<file path="src/inc/pwm_dt_pkg.sv">
// constants for the deadtime, pair combine and trigger control block
package pwm_dt_pkg;
   localparam int unsigned CLK_HZ = 40_000_000;
   localparam int NUM_CH = 8;
   localparam int NUM_PAIRS = 4;
   localparam int DT_W = 6;
   localparam int PRE_W = 4;
   localparam int CNT_W = 16;

   // register byte offsets
   localparam logic [11:0] MODE_OFF = 12'h054;
   localparam logic [11:0] PAIR_CFG_OFF = 12'h064;
   localparam logic [11:0] DT_CTRL_OFF = 12'h068;
   localparam logic [11:0] TRIG_OFF = 12'h06c;

   // mode register fields
   localparam int WRITE_PROTECT_DISABLE_POS = 2;
   localparam logic WRITE_PROTECT_DISABLE_RESET = 1'b1;

   // pair configuration: one byte per pair
   localparam int PAIR_STRIDE = 8;
   localparam int COMBINE_POS = 0;
   localparam int COMP_POS = 1;
   localparam int DTEN_POS = 4;
   localparam logic [31:0] PAIR_CFG_RESET = 32'h0000_0000;

   // deadtime control fields
   localparam int DT_VAL_LSB = 0;
   localparam int DT_PS_LSB = 6;
   localparam logic [7:0] DT_CTRL_RESET = 8'h00;

   // trigger register fields
   localparam int CHANNEL_TRIGGER_FLAG_POS = 7;
   localparam int INIT_EN_POS = 6;
   localparam int TRIG_CH0_POS = 4;
   localparam int TRIG_CH1_POS = 5;
   localparam int TRIG_CH2_POS = 0;
   localparam int TRIG_CH3_POS = 1;
   localparam int TRIG_CH4_POS = 2;
   localparam int TRIG_CH5_POS = 3;
   localparam logic [6:0] TRIG_CFG_RESET = 7'h00;

   // prescaler selections and their division factors
   localparam logic [1:0] DT_PS_DIV4 = 2'b10;
   localparam logic [1:0] DT_PS_DIV16 = 2'b11;
   localparam int DT_DIV1 = 1;
   localparam int DT_DIV4 = 4;
   localparam int DT_DIV16 = 16;
endpackage : pwm_dt_pkg

</file>
<file path="src/rtl/pwm_deadtime_trigger_control.sv">
// pair combine, shared deadtime insertion and trigger control, apb slave
//
// The APB slave port was chosen for this implementation.
`timescale 1ns/1ps

module pwm_deadtime_trigger_control
   import pwm_dt_pkg::*;
(
   input wire logic CLOCK,
   input wire logic RSTN,
   input wire logic PSEL,
   input wire logic PENABLE,
   input wire logic PWRITE,
   input wire logic [11:0] PADDR,
   input wire logic [31:0] PWDATA,
   output logic [31:0] PRDATA,
   output logic PREADY,
   output logic PSLVERR,
   input wire logic [pwm_dt_pkg::CNT_W-1:0] COUNTER_VALUE,
   input wire logic [pwm_dt_pkg::CNT_W-1:0] COUNTER_INITIAL_VALUE,
   input wire logic [pwm_dt_pkg::NUM_CH-1:0] CH_MATCH,
   input wire logic [pwm_dt_pkg::NUM_CH-1:0] CH_PWM_IN,
   output logic [pwm_dt_pkg::NUM_CH-1:0] PWM_OUT,
   output logic TRIGGER_OUT
);
   import pwm_dt_pkg::*;

   // prescaler terminal count for a selection
   function automatic logic [PRE_W-1:0] pre_max_f(input logic [1:0] sel);
      logic [PRE_W-1:0] r;
      r = PRE_W'(DT_DIV1 - 1);
      if (sel == DT_PS_DIV4) begin
         r = PRE_W'(DT_DIV4 - 1);
      end else if (sel == DT_PS_DIV16) begin
         r = PRE_W'(DT_DIV16 - 1);
      end
      return r;
   endfunction

   // reset release through two flip-flops
   logic [1:0] rst_sync_reg;
   logic rst_n;
   always_ff @(posedge CLOCK or negedge RSTN) begin
      if (!RSTN) begin
         rst_sync_reg <= 2'b00;
      end else begin
         rst_sync_reg <= {rst_sync_reg[0], 1'b1};
      end
   end
   assign rst_n = rst_sync_reg[1];

   // register state
   logic write_protect_disable_reg;
   logic [31:0] pair_cfg_reg;
   logic [7:0] dt_ctrl_reg;
   logic [6:0] trig_cfg_reg;
   logic channel_trigger_flag_reg, channel_trigger_flag_next;
   logic clr_armed_reg, clr_armed_next;
   logic pready_reg;
   logic [31:0] prdata_reg;
   logic pslverr_reg;

   // apb decode: one wait state, transfer ends on second access cycle
   wire access = PSEL & PENABLE;
   wire fire = access & pready_reg;
   wire wr_fire = fire & PWRITE;
   wire rd_fire = fire & ~PWRITE;
   wire hit_mode = (PADDR == MODE_OFF);
   wire hit_pair = (PADDR == PAIR_CFG_OFF);
   wire hit_dt = (PADDR == DT_CTRL_OFF);
   wire hit_trig = (PADDR == TRIG_OFF);
   wire mapped = hit_mode | hit_pair | hit_dt | hit_trig;
   wire wr_mode = wr_fire & hit_mode;
   wire wr_pair = wr_fire & hit_pair;
   wire wr_dt = wr_fire & hit_dt;
   wire wr_trig = wr_fire & hit_trig;
   wire rd_trig = rd_fire & hit_trig;

   // writable bits of the pair register
   logic [31:0] pair_mask;
   for (genvar p = 0; p < NUM_PAIRS; p++) begin : g_mask
      assign pair_mask[p*PAIR_STRIDE +: PAIR_STRIDE] =
         PAIR_STRIDE'((1 << COMBINE_POS) | (1 << COMP_POS) |
                      (1 << DTEN_POS));
   end

   // read data mux; unused bits read as zero
   logic [31:0] rd_data;
   assign rd_data = hit_mode ? 32'(write_protect_disable_reg) << WRITE_PROTECT_DISABLE_POS :
                    hit_pair ? pair_cfg_reg :
                    hit_dt ? {24'h000000, dt_ctrl_reg} :
                    hit_trig ? {24'h000000, channel_trigger_flag_reg, trig_cfg_reg} :
                    32'h0000_0000;

   // apb handshake and read capture
   always_ff @(posedge CLOCK or negedge rst_n) begin
      if (!rst_n) begin
         pready_reg <= 1'b0;
         prdata_reg <= 32'h0000_0000;
         pslverr_reg <= 1'b0;
      end else begin
         pready_reg <= access & ~pready_reg;
         prdata_reg <= (access & ~pready_reg & ~PWRITE) ? rd_data
                                                        : 32'h0000_0000;
         pslverr_reg <= access & ~pready_reg & ~mapped;
      end
   end
   assign PREADY = pready_reg;
   assign PRDATA = prdata_reg;
   assign PSLVERR = pslverr_reg;

   // configuration registers; protected fields need write_protect_disable
   always_ff @(posedge CLOCK or negedge rst_n) begin
      if (!rst_n) begin
         write_protect_disable_reg <= WRITE_PROTECT_DISABLE_RESET;
         pair_cfg_reg <= PAIR_CFG_RESET;
         dt_ctrl_reg <= DT_CTRL_RESET;
         trig_cfg_reg <= TRIG_CFG_RESET;
      end else begin
         if (wr_mode) begin
            write_protect_disable_reg <= PWDATA[WRITE_PROTECT_DISABLE_POS];
         end
         if (wr_pair && write_protect_disable_reg) begin
            pair_cfg_reg <= PWDATA & pair_mask;
         end
         if (wr_dt && write_protect_disable_reg) begin
            dt_ctrl_reg <= PWDATA[7:0];
         end
         if (wr_trig) begin
            trig_cfg_reg <= PWDATA[6:0];
         end
      end
   end

   // shared deadtime settings
   wire [1:0] dt_ps = dt_ctrl_reg[DT_PS_LSB +: 2];
   wire [DT_W-1:0] dt_val = dt_ctrl_reg[DT_VAL_LSB +: DT_W];
   wire [PRE_W-1:0] pre_max = pre_max_f(dt_ps);

   // channel trigger enables mapped onto channels, 6 and 7 tied off
   logic [NUM_CH-1:0] ch_trig_en;
   assign ch_trig_en = {2'b00,
                        trig_cfg_reg[TRIG_CH5_POS],
                        trig_cfg_reg[TRIG_CH4_POS],
                        trig_cfg_reg[TRIG_CH3_POS],
                        trig_cfg_reg[TRIG_CH2_POS],
                        trig_cfg_reg[TRIG_CH1_POS],
                        trig_cfg_reg[TRIG_CH0_POS]};
   wire chan_trig = |(CH_MATCH & ch_trig_en);

   // init trigger on the cycle the counter reaches its initial value
   logic init_eq_reg;
   wire init_eq = (COUNTER_VALUE == COUNTER_INITIAL_VALUE);
   wire init_fire = trig_cfg_reg[INIT_EN_POS] & init_eq & ~init_eq_reg;

   // flag clear sequence: read while set arms, write 0 clears
   always_comb begin
      channel_trigger_flag_next = channel_trigger_flag_reg;
      clr_armed_next = clr_armed_reg;
      if (rd_trig && channel_trigger_flag_reg) begin
         clr_armed_next = 1'b1;
      end
      if (wr_trig && clr_armed_reg && !PWDATA[CHANNEL_TRIGGER_FLAG_POS]) begin
         channel_trigger_flag_next = 1'b0;
         clr_armed_next = 1'b0;
      end
      if (chan_trig) begin
         channel_trigger_flag_next = 1'b1;
         clr_armed_next = 1'b0;
      end
   end

   // trigger flag, trigger pulse output
   always_ff @(posedge CLOCK or negedge rst_n) begin
      if (!rst_n) begin
         channel_trigger_flag_reg <= 1'b0;
         clr_armed_reg <= 1'b0;
         init_eq_reg <= 1'b0;
         TRIGGER_OUT <= 1'b0;
      end else begin
         channel_trigger_flag_reg <= channel_trigger_flag_next;
         clr_armed_reg <= clr_armed_next;
         init_eq_reg <= init_eq;
         TRIGGER_OUT <= chan_trig | init_fire;
      end
   end

   // source and deadtime enable of every output, per pair
   logic [NUM_CH-1:0] src;
   logic [NUM_CH-1:0] dten;
   for (genvar p = 0; p < NUM_PAIRS; p++) begin : g_pair
      wire comb = pair_cfg_reg[p*PAIR_STRIDE + COMBINE_POS];
      wire comp = pair_cfg_reg[p*PAIR_STRIDE + COMP_POS];
      wire den = pair_cfg_reg[p*PAIR_STRIDE + DTEN_POS];
      assign src[2*p] = CH_PWM_IN[2*p];
      assign src[2*p+1] = comb ? (CH_PWM_IN[2*p] ^ comp)
                               : CH_PWM_IN[2*p+1];
      assign dten[2*p] = den;
      assign dten[2*p+1] = den;
   end

   // per output delay of the asserting edge
   logic [DT_W-1:0] dt_cnt_reg [NUM_CH];
   logic [PRE_W-1:0] pre_cnt_reg [NUM_CH];
   for (genvar i = 0; i < NUM_CH; i++) begin : g_out
      wire done = (dt_cnt_reg[i] >= dt_val);
      wire tick = (pre_cnt_reg[i] >= pre_max);
      always_ff @(posedge CLOCK or negedge rst_n) begin
         if (!rst_n) begin
            dt_cnt_reg[i] <= '0;
            pre_cnt_reg[i] <= '0;
            PWM_OUT[i] <= 1'b0;
         end else if (!src[i]) begin
            dt_cnt_reg[i] <= '0;
            pre_cnt_reg[i] <= '0;
            PWM_OUT[i] <= 1'b0;
         end else if (!dten[i] || done) begin
            PWM_OUT[i] <= 1'b1;
         end else begin
            PWM_OUT[i] <= 1'b0;
            pre_cnt_reg[i] <= tick ? '0 : pre_cnt_reg[i] + 1'b1;
            if (tick) begin
               dt_cnt_reg[i] <= dt_cnt_reg[i] + 1'b1;
            end
         end
      end
   end
endmodule // pwm_deadtime_trigger_control

</file>
<file path="config.mk">
export PLATFORM = sky130hd
export DESIGN_NAME = pwm_deadtime_trigger_control
export DESIGN_NICKNAME = d
export VERILOG_FILES = /design/src/inc/pwm_dt_pkg.sv /design/src/rtl/pwm_deadtime_trigger_control.sv
export SDC_FILE = /design/constraint.sdc
export NUM_CORES = 1
export LEC_CHECK = 0
export ABC_AREA = 1
export BUFFER_PORTS_ARGS = -buffer_cell sky130_fd_sc_hd__buf_2
export CORE_MARGIN = 2
export CORE_UTILIZATION = 45
export DETAILED_ROUTE_END_ITERATION = 10
export GPL_TIMING_DRIVEN = 0
export HOLD_SLACK_MARGIN = 0.02
export PLACE_DENSITY = 0.66
export REMOVE_ABC_BUFFERS = 1
export SLEW_MARGIN = 20
export SYNTH_ARGS = -nofsm -noshare
export SYNTH_HDL_FRONTEND = slang
export SYNTH_SLANG_ARGS = --single-unit
</file>
<file path="constraint.sdc">
create_clock -name CLOCK -period 5.14 [get_ports CLOCK]
set_input_delay 0.514 -clock CLOCK [delete_from_list [all_inputs] [get_ports CLOCK]]
set_output_delay 0.514 -clock CLOCK [all_outputs]
set_load 0.02 [all_outputs]
</file>
Yosys cells after proc, flatten, opt, wreduce, memory -nomap -nowiden:

Index checks and enable logic that the tools add are counted.

* bitwise gates (word level): 27
* reductions and logical operators: 29
* muxes and demuxes: 80
* $lt $le $gt $ge: 16
* add/sub/neg operators: 16
* eq/ne operators: 23

Operators by type and width (count)
* $mux W6: 24
* $mux W4: 26
* $mux W29: 3
* $add A6 B1 Y6 const B: 8
* $eq A12 B7 Y1 const B: 4
* $ge A6 B6 Y1: 8
* $add A4 B1 Y4 const B: 8
* $ge A4 B4 Y1: 8
* $mux W1: 25
* $eq A16 B16 Y1: 1
* $mux W8: 2
* $ne A2 B1 Y1 const B: 8
* $ne A2 B2 Y1 const B: 8
* $reduce_and A2 Y1: 8
* $and A1 B1 Y1: 14
* $and A8 B6 Y8: 1
* $logic_or A1 B1 Y1: 8
* $reduce_or A8 Y1: 1
* $logic_and A1 B1 Y1: 5
* $logic_not A1 Y1: 5
* $eq A2 B2 Y1 const B: 2
* $not A1 Y1: 4
* $or A1 B1 Y1: 4
* $xor A1 B1 Y1: 4
* other kinds (2): 2

* register bits: 153

Logic depth before layout (Yosys ltp):

* depth after elaboration: 8
* depth in mapped cells: 12
* mapped depth without buffers: 12

Worst setup path before layout:

Ideal clock, no wire load.

* path type: flip-flop to flip-flop
* start point: reg dt_ctrl_reg[7]
* end point: reg dt_cnt_reg[30] in the netlist's numbering
* arrival: 1.828 ns
* data required time: 5.074 ns
* setup time: 0.066 ns
* stages on the path, launching flop included: 9
* path slack: 3.246 ns
* cell sequence: dfrtp_1 buf_4 nand2_1 ha_1 a21oi_1 nand3_1 nand2_1 nand2_1 nand2_1

* longest elaborated chain between the ends: 6
* elaborated cells on any way between the ends: 7
* those cells by class: order compare (1); eq/ne (3); mux (2); reduce/logical (1)

Ends and longest elaborated chain
* start: declaration: RTL line pwm_deadtime_trigger_control.sv:55 `logic [7:0] dt_ctrl_reg;`
* start signal: assignment: RTL line pwm_deadtime_trigger_control.sv:127 `dt_ctrl_reg <= PWDATA[7:0];`
* $eq A2 B2 Y1: RTL line pwm_deadtime_trigger_control.sv:34 `end else if (sel == DT_PS_DIV16) begin`
* $mux W4: RTL line pwm_deadtime_trigger_control.sv:34
* $mux W4 *: RTL line pwm_deadtime_trigger_control.sv:32 `if (sel == DT_PS_DIV4) begin`
* $ge A4 B4 Y1 *: RTL line pwm_deadtime_trigger_control.sv:207 `wire tick = (pre_cnt_reg[i] >= pre_max);`
* $ne A2 B1 Y1 (no source line) *
* $reduce_and A2 Y1 (no source line) *
* end signal: indexed assignment: RTL line pwm_deadtime_trigger_control.sv:223 `dt_cnt_reg[i] <= dt_cnt_reg[i] + 1'b1;`
* end: declaration: RTL line pwm_deadtime_trigger_control.sv:203 `logic [DT_W-1:0] dt_cnt_reg [NUM_CH];`

Mark *: on every way between the ends. The rest lies on a longest branch, timed or not.
A chain may end at the register's enable or synchronous reset.

Worst setup path after layout:

* start point: reg dt_ctrl_reg[7]
* end point: reg dt_cnt_reg[44] in the netlist's numbering

The elaborated chain is that of the path after synthesis.

==> impl_metrics.yaml <==
status:
  status: "completed"
cts:
  cts_sinks: 141
  cts_buffer_depth: 2
  cts_root_buf: "clkbuf_16"
  clk_latency_ns: 0.43
  numCtsBuffers: 17
  cts_tree: "done"
  clk_pin_slew_ns: 0.06
  cts_max_level: 4
cells_and_area:
  nets: 1590
  area_delta_synth_final_pct: 14.8
  utilization: 0.522
  largest_reg_flops: 48
  fill_cells: 1996
  drive_above_1_share: 0.145
placement:
  place.gp.congestion: 0.833
  port_buffers: 107
  dpl.hpwl_mm: 16.1
  place_ws_ns: 1.90
critical_path:
  cp_top_family: "simple AND/OR/NAND/NOR gates"
  critical-path-slowest-cell: "dfrtp_1"
  max_stage_delay_ns: 0.84
  arrival_ns: 3.60
  crit_chain: "nand2_1 -> ha_1 -> a21oi_1 -> nand3_1 -> nand2_1 -> nand2_1 -> nand2_1"
  cp_num_buf_inv: 0
  critPathRequiredTime_ns: 5.51
  critPathLaunchType: "flop"
  crit_path_end_kind: "flop"
  crit_type: "reg -> reg"
  cp_max_fo: 16
  path_common_cell: "nand2_1"
global_routing:
  antenna_found_initial: 1
  grt_pass1_wl_mm: 37.6
  groute.usage.overall: 0.213
  grt_max_degree: 51
  overflow: 0
  grt_pass1_vias: 7827
power:
  pwr_density_cell_mw_per_mm2: 239
  ir_drop_v: 0.000144
  cellLeakagePower_nw: 6.01
yosys:
  ys_ff_latch: 141
  async_flop_share: 1.00
  synth.distinct_cells: 32
  synth.most_common_cell: "nand2_1"
  synth_commonest_cells: "460 x nand2_1, 140 x dfrtp_1, 138 x inv_1"
  yosys_warnings: 0
  synthFlopType: "dfrtp_1"
  synthAdderAreaFrac: 0.116
  yosys.area.top_type: "dfrtp_1"
  syn_area_per_cell_um2: 7.37
  synthSimpleGateAreaFrac: 0.351
  synth_area_mm2: 0.00950
  synthMuxAreaShare: 0
  ys_seq_area_frac: 0.372
  synth_xor_area_frac: 0.0397
  syn_inst: 1288
  synth_edf_count: 0
  yosys-top-cells-area: "dfrtp_1 37%, nand2_1 18%, ha_1 12%"
  synth-compound-area-share: 0.0418
  synth_top_area_frac: 0.369
  synth_top_family_by_area: "simple AND/OR/NAND/NOR gates"
timing:
  clock_skew_ns: 0.00941
  worst_slew_pin_slew_ns: 0.964
  min_period_over_period: 0.629
  maxSlewViolCount: 0
  hold_violations: 0
  slew_headroom: 0.356
  period_needed_ns: 3.23
  rsz0062_at_grt: "no"
  fin_ws_ns: 1.91
  setup_viol: 0
  fmax_mhz: 309
floorplan:
  rows: 53
  die_w_um: 149
  fp.dieH_um: 149
  coreArea_mm2: 0.0209
  initial_utilization: 0.455
  dieArea_mm2: 0.0223
  ioPinCount: 140
min_path:
  hold_class: "in -> reg"
route:
  routed_wl_mm: 22.3
  vias: 8304
  viasPerCell: 4.90
  first_pass_iters: 6
  drc: 0
  post_drt_wl_per_cell_um: 13.2
  ant_nets: 0
  drtIter0Drc: 337
job:
  drv_cap: 0
## kinds of logic after synthesis
| logic type | Yosys count |
|---|---|
| simple gates | 782 |
| compound gates | 57 |
| other cells | 2 |
| buf+inv | 175 |
| xor+xnor | 43 |
| fa+ha+maj | 88 |
| flops | 141 |
## final cells by class
class | instances | area (µm²) | share of cell area
antenna | 1 | 2.50 | 0.000230
clock buffer | 17 | 425 | 0.0390
clock inverter | 15 | 160 | 0.0147
inverter | 149 | 559 | 0.0513
multi-input combinational | 986 | 5270 | 0.484
sequential | 141 | 3530 | 0.324
tap | 275 | 344 | 0.0316
timing repair buffer | 110 | 601 | 0.0551
## worst min-delay path: stages
cell     delay [ns]
buf_2          0.08
nand3_1        0.06
nand2_1        0.06
## repair_timing
| item | 4_1_cts | 5_1_grt |
|---|---|---|
| buffers inserted | 0 | 0 |
| hold buffers | 1 | 0 |
| resized for setup | 0 | 0 |
| hold endpoints to repair | 2 | 0 |
## final timing paths
check | from | to | cells after the start | slack (ns)
max | dt_ctrl_reg[7] | dt_cnt_reg[44] | 7 | 1.91
min | PWDATA[28] | pair_cfg_reg[28] | 3 | 0.32
max reg2reg | dt_ctrl_reg[7] | dt_cnt_reg[44] | 7 | 1.91
min reg2reg | rst_sync_reg[1] | pre_cnt_reg[9] | 0 | 0.33
max in group asynchronous | rst_sync_reg[1] | write_protect_disable_reg | 1 | 4.10
min in group asynchronous | rst_sync_reg[1] | pre_cnt_reg[9] | 0 | 0.33
## report_power, final
group	switching [W]	total, W	internal, W
clock network	0.000526	0.00125	0.000721
registers	0.0000251	0.00115	0.00113
logic	0.000134	0.000210	0.0000757
total	0.000685	0.00261	0.00192
## per-stage QoR
step                      total power [W]  instance area, µm²  instances  setup TNS [ns]  hold slack (ns)
after CTS                         0.00264               10900       1693               0            0.308
after global routing              0.00272               10900       1693               0            0.322
after detailed placement          0.00138               10300       1660               0            0.302
after global placement            0.00137               10200       1658         -132.34            0.299
after floorplan                   0.00130                9360       1276               0            0.218
final                             0.00261               10900       1694               0            0.319
## layer usage
layer	up-vias	track usage	routed length [µm]
li1	4289	-	-
met1	3787	0.278	10300
met2	200	0.362	10400
met3	28	0.0376	1200
met4	0	0.0643	431
met5	-	0	0
## cell usage in the layout (no fill, tap or decap), types with 4 or more instances in the layout
cell type | netlist | routed
nor2_1 | 129 | 128
o21bai_1 | 6 | 6
nand4_1 | 23 | 23
a21oi_4 | 4 | 4
inv_6 | 0 | 6
nand3_1 | 120 | 120
nand2_1 | 460 | 460
ha_1 | 88 | 88
xor2_1 | 28 | 28
nand2_2 | 18 | 18
clkinvlp_4 | 0 | 5
dfrtp_1 | 140 | 139
xnor2_1 | 15 | 15
buf_2 | 7 | 107
nor2_4 | 4 | 4
inv_2 | 11 | 11
nor3_1 | 4 | 4
nand3b_1 | 9 | 9
a21oi_1 | 24 | 24
nor2_2 | 5 | 6
clkbuf_16 | 0 | 17
o21ai_2 | 13 | 13
inv_1 | 138 | 138
conb_1 | 2 | 16
nand3_2 | 4 | 4
o21ai_0 | 7 | 7
No activity file was read; power rests on OpenSTA's default activity.
